## src/rtl/uef_cfg.svh

```systemverilog
// constants for the usb event flag register bank
// assumes inclusion by bare name from design files under rtl/
`ifndef UEF_CFG_SVH
`define UEF_CFG_SVH
// ----------------------------------------------------------------
// register byte offsets on the bus
// ----------------------------------------------------------------
`define UEF_OFS_FLAGS1 8'h00
`define UEF_OFS_FLAGS2 8'h04
`define UEF_OFS_EN1 8'h08
`define UEF_OFS_EN2 8'h0c
`define UEF_OFS_SEL1 8'h10
`define UEF_OFS_CTRL 8'h14
// ----------------------------------------------------------------
// field positions
// ----------------------------------------------------------------
`define UEF_F1_CABLE 0
`define UEF_F1_DONE 1
`define UEF_F1_TREQ 2
`define UEF_F1_VBUS 3
`define UEF_F2_CFGREQ 0
`define UEF_F2_CFGVAL 1
`define UEF_F2_SUSP 2
`define UEF_F2_AWAKE 3
`define UEF_CTRL_SUSPEND 0
// ----------------------------------------------------------------
// reset and fixed values
// ----------------------------------------------------------------
`define UEF_RSVD_HI 4'h2
`define UEF_FLAGS_RESET 8'h20
`define UEF_BYTE_ZERO 8'h00
`define UEF_STICKY_ZERO 3'h0
`define UEF_PAD_ZERO 24'h000000
`endif

```

## src/rtl/uef_pkg.sv

```systemverilog
// types shared by the usb event flag register bank
// assumes uef_cfg.svh defines the numeric constants
`default_nettype none
package uef_pkg;
  typedef logic [7:0] uef_byte_t;
  typedef logic [2:0] uef_sticky_t;
  typedef enum logic [1:0] {
    UEF_PRIME_WAIT,
    UEF_PRIME_RUN
  } uef_prime_t;
endpackage : uef_pkg
`default_nettype wire

```

## src/rtl/uef_regs.sv

```systemverilog
// usb event flag registers one and two with enables and line select
// assumes all event and pin inputs are synchronous to sys_clk
//
// Overview of operation
// - write 0 clears flag, 1 keeps it
// - bus-power status bit ignores writes
// - flag register one resets to 0x20
// - bit 3 mirrors bus-power pin level
// - in token without data sets request flag
// - nack endpoint three until data armed
// - acked endpoint three send sets done flag
// - attach or detach edge sets cable flag
// - enabled register-one flag raises interrupt
// - enabled register-two flag raises interrupt
// - flag register two resets to 0x20
// - suspended resume or reset sets wake flag
// - suspended bus idle sets suspend flag
// - configuration value bit read-only status
// - configuration request sets bit zero
// - select bit routes flag; line zero wins
// - enabled config request raises priority line
//
// Design decisions made here: the placing of the registers and the Wishbone register port.
`timescale 1ns/10ps
`default_nettype none
`include "uef_cfg.svh"
module uef_regs (
  input wire logic sys_clk, // 10 MHz system clock
  input wire logic rst_b, // synchronous reset, low
  input wire logic wb_cyc_i, // wishbone cycle
  input wire logic wb_stb_i, // wishbone strobe
  input wire logic wb_we_i, // wishbone write enable
  input wire logic [7:0] wb_adr_i, // byte address
  input wire logic [3:0] wb_sel_i, // byte selects
  input wire logic [31:0] wb_dat_i, // write data
  output logic [31:0] wb_dat_o, // read data
  output logic wb_ack_o, // acknowledge
  input wire logic bus_power_pin, // bus power level, 1 connected
  input wire logic connection_detect_pin, // attach detect level
  input wire logic ep3_in_token, // in token for endpoint three
  input wire logic ep3_tx_armed, // data written and send enabled
  input wire logic ep3_ack_rcvd, // host acked endpoint three data
  input wire logic resume_detect, // resume seen on bus
  input wire logic bus_reset_detect, // bus reset seen on bus
  input wire logic suspend_detect, // bus suspend seen
  input wire logic config_value_in, // current configuration value
  input wire logic config_request, // set-configuration request pulse
  output logic ep3_nack_o, // answer in token with nack
  output logic interrupt_line_zero, // interrupt line zero
  output logic interrupt_line_one, // interrupt line one
  output logic high_priority_interrupt_line, // priority request
  output logic irq_o // any enabled flag set
);
  import uef_pkg::*;

  // ----------------------------------------------------------------
  // address decode helper
  // ----------------------------------------------------------------
  function automatic logic adr_hit(input logic [7:0] adr,
                                   input logic [7:0] ofs);
    adr_hit = (adr == ofs);
  endfunction : adr_hit

  // ----------------------------------------------------------------
  // declarations
  // ----------------------------------------------------------------
  uef_byte_t event_enables_one_reg;
  uef_byte_t event_enables_one_next;
  uef_byte_t event_enables_two_reg;
  uef_byte_t event_enables_two_next;
  uef_byte_t event_line_select_one_reg;
  uef_byte_t event_line_select_one_next;
  uef_byte_t bus_power_control_reg;
  uef_byte_t bus_power_control_next;
  logic bus_power_present_status_reg;
  logic config_value_status_reg;
  logic cable_prev_reg;
  uef_prime_t prime_reg;
  uef_prime_t prime_next;
  logic ep3_nack_reg;
  logic line_zero_reg;
  logic line_one_reg;
  logic hp_line_reg;
  logic irq_reg;
  uef_sticky_t set_one;
  uef_sticky_t clr_one;
  uef_sticky_t set_two;
  uef_sticky_t clr_two;
  uef_sticky_t sticky_one;
  uef_sticky_t sticky_two;
  uef_byte_t event_flags_one;
  uef_byte_t event_flags_two;
  uef_byte_t rdata;
  uef_byte_t wbyte;
  uef_byte_t pend_one;
  logic wr_commit;
  logic wr_flags1;
  logic wr_flags2;
  logic wr_en1;
  logic wr_en2;
  logic wr_sel1;
  logic wr_ctrl;
  logic suspend_on;
  logic cable_edge;
  logic ep3_starved;
  logic line_zero_next;
  logic line_one_next;
  logic hp_next;
  logic irq_next;

  // ----------------------------------------------------------------
  // bus slave
  // ----------------------------------------------------------------
  // handshake and read capture
  uef_wb_slave u_slave (
    .sys_clk(sys_clk),
    .rst_b(rst_b),
    .wb_cyc_i(wb_cyc_i),
    .wb_stb_i(wb_stb_i),
    .wb_we_i(wb_we_i),
    .wb_sel0_i(wb_sel_i[0]),
    .rdata_i(rdata),
    .wb_ack_reg(wb_ack_o),
    .wb_dat_reg(wb_dat_o),
    .wr_commit(wr_commit)
  );

  // write strobes per register
  assign wbyte = wb_dat_i[7:0];
  assign wr_flags1 = wr_commit & adr_hit(wb_adr_i, `UEF_OFS_FLAGS1);
  assign wr_flags2 = wr_commit & adr_hit(wb_adr_i, `UEF_OFS_FLAGS2);
  assign wr_en1 = wr_commit & adr_hit(wb_adr_i, `UEF_OFS_EN1);
  assign wr_en2 = wr_commit & adr_hit(wb_adr_i, `UEF_OFS_EN2);
  assign wr_sel1 = wr_commit & adr_hit(wb_adr_i, `UEF_OFS_SEL1);
  assign wr_ctrl = wr_commit & adr_hit(wb_adr_i, `UEF_OFS_CTRL);

  // read mux, unmapped addresses read zero
  assign rdata =
    adr_hit(wb_adr_i, `UEF_OFS_FLAGS1) ? event_flags_one :
    adr_hit(wb_adr_i, `UEF_OFS_FLAGS2) ? event_flags_two :
    adr_hit(wb_adr_i, `UEF_OFS_EN1) ? event_enables_one_reg :
    adr_hit(wb_adr_i, `UEF_OFS_EN2) ? event_enables_two_reg :
    adr_hit(wb_adr_i, `UEF_OFS_SEL1) ? event_line_select_one_reg :
    adr_hit(wb_adr_i, `UEF_OFS_CTRL) ? bus_power_control_reg :
    `UEF_BYTE_ZERO;

  // ----------------------------------------------------------------
  // flag register one
  // ----------------------------------------------------------------
  // capture-then-arm so the first sample after reset is no event
  assign prime_next = UEF_PRIME_RUN;
  assign cable_edge = (prime_reg == UEF_PRIME_RUN) &
                      (connection_detect_pin != cable_prev_reg);
  assign ep3_starved = ep3_in_token & ~ep3_tx_armed;

  // hardware set requests for register one
  assign set_one[`UEF_F1_CABLE] = cable_edge;
  assign set_one[`UEF_F1_DONE] = ep3_ack_rcvd;
  assign set_one[`UEF_F1_TREQ] = ep3_starved;

  // writing zero clears, writing one keeps
  assign clr_one = wr_flags1 ? ~wbyte[2:0] : `UEF_STICKY_ZERO;

  // sticky part of register one
  uef_sticky u_flags_one (
    .sys_clk(sys_clk),
    .rst_b(rst_b),
    .set_i(set_one),
    .clr_i(clr_one),
    .flags_reg(sticky_one)
  );

  // read view: reserved pattern, live bus-power bit, sticky flags
  assign event_flags_one = {`UEF_RSVD_HI,
                            bus_power_present_status_reg,
                            sticky_one};

  // ----------------------------------------------------------------
  // flag register two
  // ----------------------------------------------------------------
  assign suspend_on = bus_power_control_reg[`UEF_CTRL_SUSPEND];

  // hardware set requests for register two
  assign set_two[`UEF_F2_CFGREQ] = config_request;
  assign set_two[1] = suspend_on & suspend_detect;
  assign set_two[2] = suspend_on &
                      (resume_detect | bus_reset_detect);

  // sticky order: config request, suspend, awake; status bit skipped
  assign clr_two = wr_flags2 ? ~{wbyte[`UEF_F2_AWAKE],
                                 wbyte[`UEF_F2_SUSP],
                                 wbyte[`UEF_F2_CFGREQ]} :
                   `UEF_STICKY_ZERO;

  // sticky part of register two
  uef_sticky u_flags_two (
    .sys_clk(sys_clk),
    .rst_b(rst_b),
    .set_i(set_two),
    .clr_i(clr_two),
    .flags_reg(sticky_two)
  );

  // read view with read-only configuration value bit
  assign event_flags_two = {`UEF_RSVD_HI,
                            sticky_two[2],
                            sticky_two[1],
                            config_value_status_reg,
                            sticky_two[0]};

  // ----------------------------------------------------------------
  // software registers
  // ----------------------------------------------------------------
  // reserved enable and select bits stay zero
  assign event_enables_one_next = wr_en1 ?
    {5'h00, wbyte[2:0]} : event_enables_one_reg;
  assign event_enables_two_next = wr_en2 ?
    {7'h00, wbyte[0]} : event_enables_two_reg;
  assign event_line_select_one_next = wr_sel1 ?
    {5'h00, wbyte[2:0]} : event_line_select_one_reg;
  assign bus_power_control_next = wr_ctrl ?
    {7'h00, wbyte[0]} : bus_power_control_reg;

  // storage for software-written registers
  always_ff @(posedge sys_clk) begin
    if (!rst_b) begin
      event_enables_one_reg <= `UEF_BYTE_ZERO;
      event_enables_two_reg <= `UEF_BYTE_ZERO;
      event_line_select_one_reg <= `UEF_BYTE_ZERO;
      bus_power_control_reg <= `UEF_BYTE_ZERO;
    end else begin
      event_enables_one_reg <= event_enables_one_next;
      event_enables_two_reg <= event_enables_two_next;
      event_line_select_one_reg <= event_line_select_one_next;
      bus_power_control_reg <= bus_power_control_next;
    end
  end

  // ----------------------------------------------------------------
  // status sampling and endpoint three answer
  // ----------------------------------------------------------------
  // live status bits, cable history, nack answer
  always_ff @(posedge sys_clk) begin
    if (!rst_b) begin
      bus_power_present_status_reg <= 1'b0;
      config_value_status_reg <= 1'b0;
      cable_prev_reg <= 1'b0;
      prime_reg <= UEF_PRIME_WAIT;
      ep3_nack_reg <= 1'b0;
    end else begin
      bus_power_present_status_reg <= bus_power_pin;
      config_value_status_reg <= config_value_in;
      cable_prev_reg <= connection_detect_pin;
      prime_reg <= prime_next;
      ep3_nack_reg <= ep3_starved;
    end
  end

  // ----------------------------------------------------------------
  // interrupt request lines
  // ----------------------------------------------------------------
  assign pend_one = event_flags_one & event_enables_one_reg;
  assign line_zero_next = |(pend_one & ~event_line_select_one_reg);
  assign line_one_next = ~line_zero_next &
                         (|(pend_one & event_line_select_one_reg));
  assign hp_next = event_flags_two[`UEF_F2_CFGREQ] &
                   event_enables_two_reg[`UEF_F2_CFGREQ];
  assign irq_next = (|pend_one) | hp_next;

  // registered request outputs
  always_ff @(posedge sys_clk) begin
    if (!rst_b) begin
      line_zero_reg <= 1'b0;
      line_one_reg <= 1'b0;
      hp_line_reg <= 1'b0;
      irq_reg <= 1'b0;
    end else begin
      line_zero_reg <= line_zero_next;
      line_one_reg <= line_one_next;
      hp_line_reg <= hp_next;
      irq_reg <= irq_next;
    end
  end

  assign ep3_nack_o = ep3_nack_reg;
  assign interrupt_line_zero = line_zero_reg;
  assign interrupt_line_one = line_one_reg;
  assign high_priority_interrupt_line = hp_line_reg;
  assign irq_o = irq_reg;
endmodule : uef_regs
`default_nettype wire

```

## src/rtl/uef_sticky.sv

```systemverilog
// a small group of sticky event flags
// assumes set and clear are one-cycle requests in the sys_clk domain
`timescale 1ns/10ps
`default_nettype none
`include "uef_cfg.svh"
module uef_sticky (
  input wire logic sys_clk, // system clock
  input wire logic rst_b, // synchronous reset, low
  input wire uef_pkg::uef_sticky_t set_i, // hardware set requests
  input wire uef_pkg::uef_sticky_t clr_i, // software clear requests
  output var uef_pkg::uef_sticky_t flags_reg // flag values
);
  import uef_pkg::*;
  uef_sticky_t flags_next;
  // clear first, then set, so a same-cycle event survives
  assign flags_next = (flags_reg & ~clr_i) | set_i;
  // flag storage
  always_ff @(posedge sys_clk) begin
    if (!rst_b) begin
      flags_reg <= `UEF_STICKY_ZERO;
    end else begin
      flags_reg <= flags_next;
    end
  end
endmodule : uef_sticky
`default_nettype wire

```

## src/rtl/uef_wb_slave.sv

```systemverilog
// classic wishbone handshake for an 8-bit register bank
// assumes master holds the request until it sees ack
`timescale 1ns/10ps
`default_nettype none
`include "uef_cfg.svh"
module uef_wb_slave (
  input wire logic sys_clk, // system clock
  input wire logic rst_b, // synchronous reset, low
  input wire logic wb_cyc_i, // bus cycle
  input wire logic wb_stb_i, // strobe
  input wire logic wb_we_i, // write enable
  input wire logic wb_sel0_i, // byte lane 0 select
  input wire uef_pkg::uef_byte_t rdata_i, // selected register value
  output logic wb_ack_reg, // acknowledge
  output logic [31:0] wb_dat_reg, // read data
  output logic wr_commit // write takes effect this edge
);
  import uef_pkg::*;
  logic req;
  logic [31:0] dat_next;
  assign req = wb_cyc_i & wb_stb_i;
  // write lands at the edge where the master samples ack
  assign wr_commit = req & wb_we_i & wb_sel0_i & wb_ack_reg;
  // read data captured as ack rises, upper bits zero
  assign dat_next = (req & ~wb_ack_reg & ~wb_we_i) ?
                    {`UEF_PAD_ZERO, rdata_i} : wb_dat_reg;
  // one-wait-state acknowledge, dropped the cycle after
  always_ff @(posedge sys_clk) begin
    if (!rst_b) begin
      wb_ack_reg <= 1'b0;
      wb_dat_reg <= {`UEF_PAD_ZERO, `UEF_BYTE_ZERO};
    end else begin
      wb_ack_reg <= req & ~wb_ack_reg;
      wb_dat_reg <= dat_next;
    end
  end
endmodule : uef_wb_slave
`default_nettype wire

```

## config.mk

```make
export PLATFORM = sky130hd
export DESIGN_NAME = uef_regs
export DESIGN_NICKNAME = d
export VERILOG_FILES = /design/src/rtl/uef_pkg.sv /design/src/rtl/uef_regs.sv /design/src/rtl/uef_sticky.sv /design/src/rtl/uef_wb_slave.sv
export VERILOG_INCLUDE_DIRS = /design/src /design/src/rtl
export SDC_FILE = /design/constraint.sdc
export NUM_CORES = 1
export LEC_CHECK = 0
export ABC_CLOCK_PERIOD_IN_PS = 5150
export BUFFER_PORTS_ARGS = -buffer_cell sky130_fd_sc_hd__buf_2
export CORE_ASPECT_RATIO = 1.1
export CORE_MARGIN = 2
export CORE_UTILIZATION = 45
export CTS_CLUSTER_DIAMETER = 60
export CTS_CLUSTER_SIZE = 12
export DETAILED_ROUTE_END_ITERATION = 6
export PLACE_DENSITY = 0.82
export SYNTH_ARGS = -nofsm -noshare
export SYNTH_HDL_FRONTEND = slang
export SYNTH_HIERARCHICAL = 1
export SYNTH_SLANG_ARGS = --single-unit
```

## constraint.sdc

```tcl
create_clock -name sys_clk -period 5.15 [get_ports sys_clk]
set_clock_uncertainty 0.15 [all_clocks]
set_input_delay 0.7725 -clock sys_clk [delete_from_list [all_inputs] [get_ports sys_clk]]
set_output_delay 0.7725 -clock sys_clk [all_outputs]
set_load 0.01 [all_outputs]
```

Word-level counts from Yosys, hierarchy flattened
Index checks and enable logic that the tools add are counted.

Equal/unequal tests: 7. Reduce and logical (&&, ||, !) cells: 4. Bitwise gates (word level): 36. Muxes and demuxes: 9.

Operator list (number): $reduce_or 8->1 (3); $and 1x1->1 (18); $eq 8x4->1 const B (2); $eq 8x5->1 const B (2); $mux 3 (5); $and 6x3->6 (2); $mux 6 (2); $not 3->3 (4); $and 6x8->8 (1); $eq 8x3->1 const B (1); $logic_not 8->1 (1); $not 3->8 (1); $and 3x3->3 (2); $or 3x3->3 (2); $not 1->1 (4); $eq 2x1->1 const B (1); $mux 1 (2); $or 1x1->1 (2); $ne 1x1->1 (1).

Output and inout port bits: 38. Flip-flop bits (word level): 33.

Logic depth before layout (Yosys ltp)
Word-level depth: 9. Mapped depth: 7.

Hierarchy
The synthesis kept the hierarchy.

By module, submodules not included: uef_regs (area each 882.1 um^2, times used 1, cells an instance 112); uef_wb_slave (area each 558.0 um^2, times used 1, cells an instance 66); uef_sticky (area each 123.9 um^2, times used 2, cells an instance 9).

Least setup slack after synthesis
OpenSTA, ideal clock, no wires.

Path type: input-to-reg. From: input wb_adr_i[7]. To: register u_flags_one.flags_reg[1]. Path slack: 2.599 ns. Setup time: 0.115 ns. Stages on the path: 6. Required time: 4.885 ns. Path buffers: 1. Arrival time: 2.287 ns. Cells stage by stage: or4_1 buf_2 or4_4 nor2_1 nor2b_4 o21a_1.

Word-level cells in the longest chain between the ends: 6.

Ends and longest elaborated chain: from (decl) (line uef_regs.sv:33) `input wire logic [7:0] wb_adr_i,`; $logic_not 8->1 (line uef_regs.sv:61) `adr_hit = (adr == ofs);`; $and 1x1->1 (line uef_regs.sv:130) `` assign wr_flags1 = wr_commit & adr_hit(wb_adr_i, `UEF_OFS_FLAGS1); ``; $mux 3 (no source line); net clr_one[1] (line uef_regs.sv:86) `uef_sticky_t clr_one;`; $not 3->3 (line uef_sticky.sv:16) `assign flags_next = (flags_reg & ~clr_i) | set_i;`; $and 3x3->3 (line uef_sticky.sv:16); $or 3x3->3 (line uef_sticky.sv:16); to (signal assigned) (line uef_sticky.sv:20) `` flags_reg <= `UEF_STICKY_ZERO; ``; to (signal assigned) (line uef_sticky.sv:22) `flags_reg <= flags_next;`; to (decl) (line uef_sticky.sv:11) `output var uef_pkg::uef_sticky_t flags_reg`.

The timed path passes the listed nets, and every way through them passes these cells. A chain may end at the register's enable or synchronous reset.

Worst setup path after layout
From: input wb_adr_i[7]. To: register u_flags_one.flags_reg[0].

Same word-level chain as after synthesis.

==> insert_results.sql <==
INSERT INTO impl_metrics (metric_group, metric, value, unit) VALUES
('power_and_ir_drop', 'seq_power_share', '47.5', '%'),
('placed_design', 'placedInstanceArea', '1820', 'sq um'),
('worst_hold_path', 'holdCritPathClass', 'reg2reg', ''),
('grt', 'grt_start_max_net_pins', '44', ''),
('sta', 'post-route-min-period', '2.50', 'ns'),
('cells_and_area', 'antenna_cells', '0', ''),
('logic_synthesis', 'largest_cells_by_area_after_synthesis', 'sky130_fd_sc_hd__dfxtp_1 (38%), sky130_fd_sc_hd__buf_4 (11%), sky130_fd_sc_hd__mux2i_1 (7.7%), sky130_fd_sc_hd__nand2_1 (7.6%), sky130_fd_sc_hd__nor2b_4 (4.9%)', ''),
('cells_and_area', 'drive_gt1_share', '24.5', '%'),
('logic_synthesis', 'ys.flop_type', 'sky130_fd_sc_hd__dfxtp_1', ''),
('worst_setup_path', 'cp-end-kind', 'flip-flop', ''),
('placed_design', 'finalWeightedCongestion', '0.821', ''),
('worst_setup_path', 'r2r_setup_slack', '2.93', 'ns'),
('worst_setup_path', 'critical_path_required', '5.18', 'ns'),
('cts', 'clkSlewWorstSetupHoldPaths', '0.06', 'ns'),
('worst_setup_path', 'path_max_fanout', '8', ''),
('status', 'status', 'finished, final reports clean', ''),
('cells_and_area', 'mostFrequentLayoutCell', 'sky130_fd_sc_hd__buf_2', ''),
('grt', 'grt_overflow', '0', ''),
('cts', 'clock_sink_count', '32', ''),
('logic_synthesis', 'ys_seq_area_share', '38.0', '%'),
('cts', 'post_cts.repair.setup_buffers', '0', ''),
('cts', 'cts_tree', 'done', ''),
('power_and_ir_drop', 'sw_frac_of_total', '22.8', '%'),
('floorplanning', 'start_util', '46.5', '%'),
('placed_design', 'dp_hpwl', '2.40', 'mm'),
('floorplanning', 'pin_count', '97', ''),
('cells_and_area', 'multiInputGateArea', '912', 'sq um'),
('cts', 'cts_buffers', '5', ''),
('power_and_ir_drop', 'clockPowerShare', '43.4', '%'),
('power_and_ir_drop', 'intPower', '0.417', 'mW'),
('grt', 'globalRouteTotalUtil', '15.9', '%'),
('cells_and_area', 'final.fill_count', '368', ''),
('logic_synthesis', 'yosysTopAreaCellShare', '38.0', '%'),
('placed_design', 'port_buffers', '41', ''),
('worst_setup_path', 'cpPeakStageDelay', '0.67', 'ns'),
('sta', 'finalSetupViolations', '0', ''),
('grt', 'number_of_global_route_vias_before_repair', '1233', ''),
('cells_and_area', 'finish.cell_count_without_fillers', '287', ''),
('sta', 'relSlewSlack', '55.3', '%'),
('route', 'detailed_route_iter0_violations', '19', ''),
('worst_setup_path', 'crit_path_start_kind', 'input pin', ''),
('route', 'detail_route.drc_violations', '0', ''),
('power_and_ir_drop', 'switching_power', '0.123', 'mW'),
('power_and_ir_drop', 'power-per-cell-area', '280', 'nW/um^2'),
('logic_synthesis', 'synth-warning-count', '6', ''),
('sta', 'hold_viol', '0', ''),
('sta', 'worst-slew-pin-transition', '0.671', 'ns'),
('worst_setup_path', 'timing_worst_setup_path_type', 'in2reg', ''),
('floorplanning', 'placementRows', '23', ''),
('logic_synthesis', 'ys_async_sr_fraction', '0', '%'),
('logic_synthesis', 'post-synth-top-area-cell', 'sky130_fd_sc_hd__dfxtp_1', ''),
('cells_and_area', 'layout.cells.most_common_list', 'sky130_fd_sc_hd__buf_2 (41), sky130_fd_sc_hd__nand2_1 (34), sky130_fd_sc_hd__dfxtp_1 (32)', ''),
('floorplanning', 'height_of_the_die', '68.2', 'um'),
('placed_design', 'placed_cells', '279', ''),
('power_and_ir_drop', 'worst_ir_drop_vdd', '224', 'uV'),
('logic_synthesis', 'synth_area', '1690', 'sq um'),
('cts', 'cts.hold.buffers_added', '0', ''),
('cells_and_area', 'post_route_cell_area', '1930', 'sq um'),
('cts', 'clock_insertion_delay_at_the_later_pin_of_the_skew_report', '0.29', 'ns'),
('grt', 'grt_pass1_wl', '5.18', 'mm'),
('logic_synthesis', 'number_of_synthesized_register_bits', '32', ''),
('route', 'finalWirelength', '3.21', 'mm'),
('floorplanning', 'std_cell_core_area', '3630', 'sq um'),
('sta', 'grt_setup_unrepaired', 'no', ''),
('cts', 'cts.path.max_buffers', '2', ''),
('logic_synthesis', 'count_of_flip_flops_with_a_built_in_enable_after_synthesis', '0', ''),
('worst_setup_path', 'critical_path.cell_chain', 'buf_2, or4_1, or4_4, nor2_1, nor2b_4, o21a_1', ''),
('power_and_ir_drop', 'power.leakage', '0.879', 'nW'),
('sta', 'fmax', '399', 'MHz'),
('route', 'final_antenna_net_count', '0', ''),
('cells_and_area', 'finish.net_count', '295', '');
[layout make-up]
cell class / count / share of cell area [%]
flip-flops and latches: 32 / 33.2
clock inverters: 2 / 1.81
multi-input cells: 155 / 47.2
inverters: 1 / 0.194
clock buffers: 6 / 3.76
well taps: 50 / 3.24
repair buffers: 41 / 10.6
[power by group through the flow]
stage	clock network, mW	logic, mW	registers (mW)
floorplan	0	0.0464	0.262
global placement	0	0.0477	0.262
detailed placement	0	0.0488	0.262
CTS	0.240	0.0491	0.256
global route	0.251	0.0551	0.257
finish	0.234	0.0491	0.256
[worst max-delay path, delay by kind of cell]
family,cells,cell delay [ns]
and+or+nand+nor,4,1.51
AOI/OAI and AO/OA,1,0.16
buffers and inverters,1,0.10
[metal layers]
metal	GRT usage (%)	routed length, um
met5	0	0
met3	5.59	190
met4	8.33	71
met2	29.9	1640
met1	15.9	1310
[path summary, 6_finish.rpt]
| check | cells after the start | endpoint | start |
|---|---|---|---|
| worst min register to register | 2 | u_slave/wb_dat_reg[1]$_SDFFE_PN0P_ | u_slave/wb_dat_reg[1]$_SDFFE_PN0P_ |
| worst max register to register | 7 | u_flags_one/flags_reg[0]$_SDFF_PN0_ | u_slave/wb_ack_reg$_SDFF_PN0_ |
| worst max-delay path | 6 | u_flags_one/flags_reg[0]$_SDFF_PN0_ | wb_adr_i[7] |
| worst min-delay path | 2 | u_slave/wb_dat_reg[1]$_SDFFE_PN0P_ | u_slave/wb_dat_reg[1]$_SDFFE_PN0P_ |
[synthesized netlist by cell type (2+ instances only)]
cell / number
sky130_fd_sc_hd__or3_4: 2
sky130_fd_sc_hd__buf_4: 24
sky130_fd_sc_hd__o21a_1: 9
sky130_fd_sc_hd__buf_2: 3
sky130_fd_sc_hd__nor2b_1: 5
sky130_fd_sc_hd__and3_1: 3
sky130_fd_sc_hd__clkbuf_1: 5
sky130_fd_sc_hd__nand2_1: 34
sky130_fd_sc_hd__and2_1: 7
sky130_fd_sc_hd__nor3b_1: 3
sky130_fd_sc_hd__o21ai_0: 4
sky130_fd_sc_hd__nand2b_1: 2
sky130_fd_sc_hd__o21ai_1: 6
sky130_fd_sc_hd__a21oi_1: 2
sky130_fd_sc_hd__nor2_1: 11
sky130_fd_sc_hd__mux2i_1: 13
sky130_fd_sc_hd__dfxtp_1: 32
sky130_fd_sc_hd__nor2b_4: 6
sky130_fd_sc_hd__conb_1: 2
sky130_fd_sc_hd__nand3_1: 8
[stage by stage]
step | setup slack [ns] | hold WS (ns) | total power [mW]
floorplan | 2.60 | 0.297 | 0.308
global placement | 2.40 | 0.290 | 0.309
detailed placement | 2.35 | 0.298 | 0.311
CTS | 2.66 | 0.307 | 0.545
global route | 2.60 | 0.324 | 0.563
finish | 2.65 | 0.301 | 0.540
[cell families (layout without fill, tap and decap cells)]
group / count (synthesis) / in the layout / share of synthesized area [%]
xor gates and xnor gates: 1 / 1 / 0.519
buffers and inverters: 34 / 50 / 13.6
DFF: 32 / 32 / 38.0
and+or+nand+nor: 88 / 88 / 29.9
AOI/OAI and AO/OA: 26 / 26 / 9.86
muxes: 13 / 13 / 7.71
other: 2 / 27 / 0.445
No activity file was read; power rests on OpenSTA's default activity.
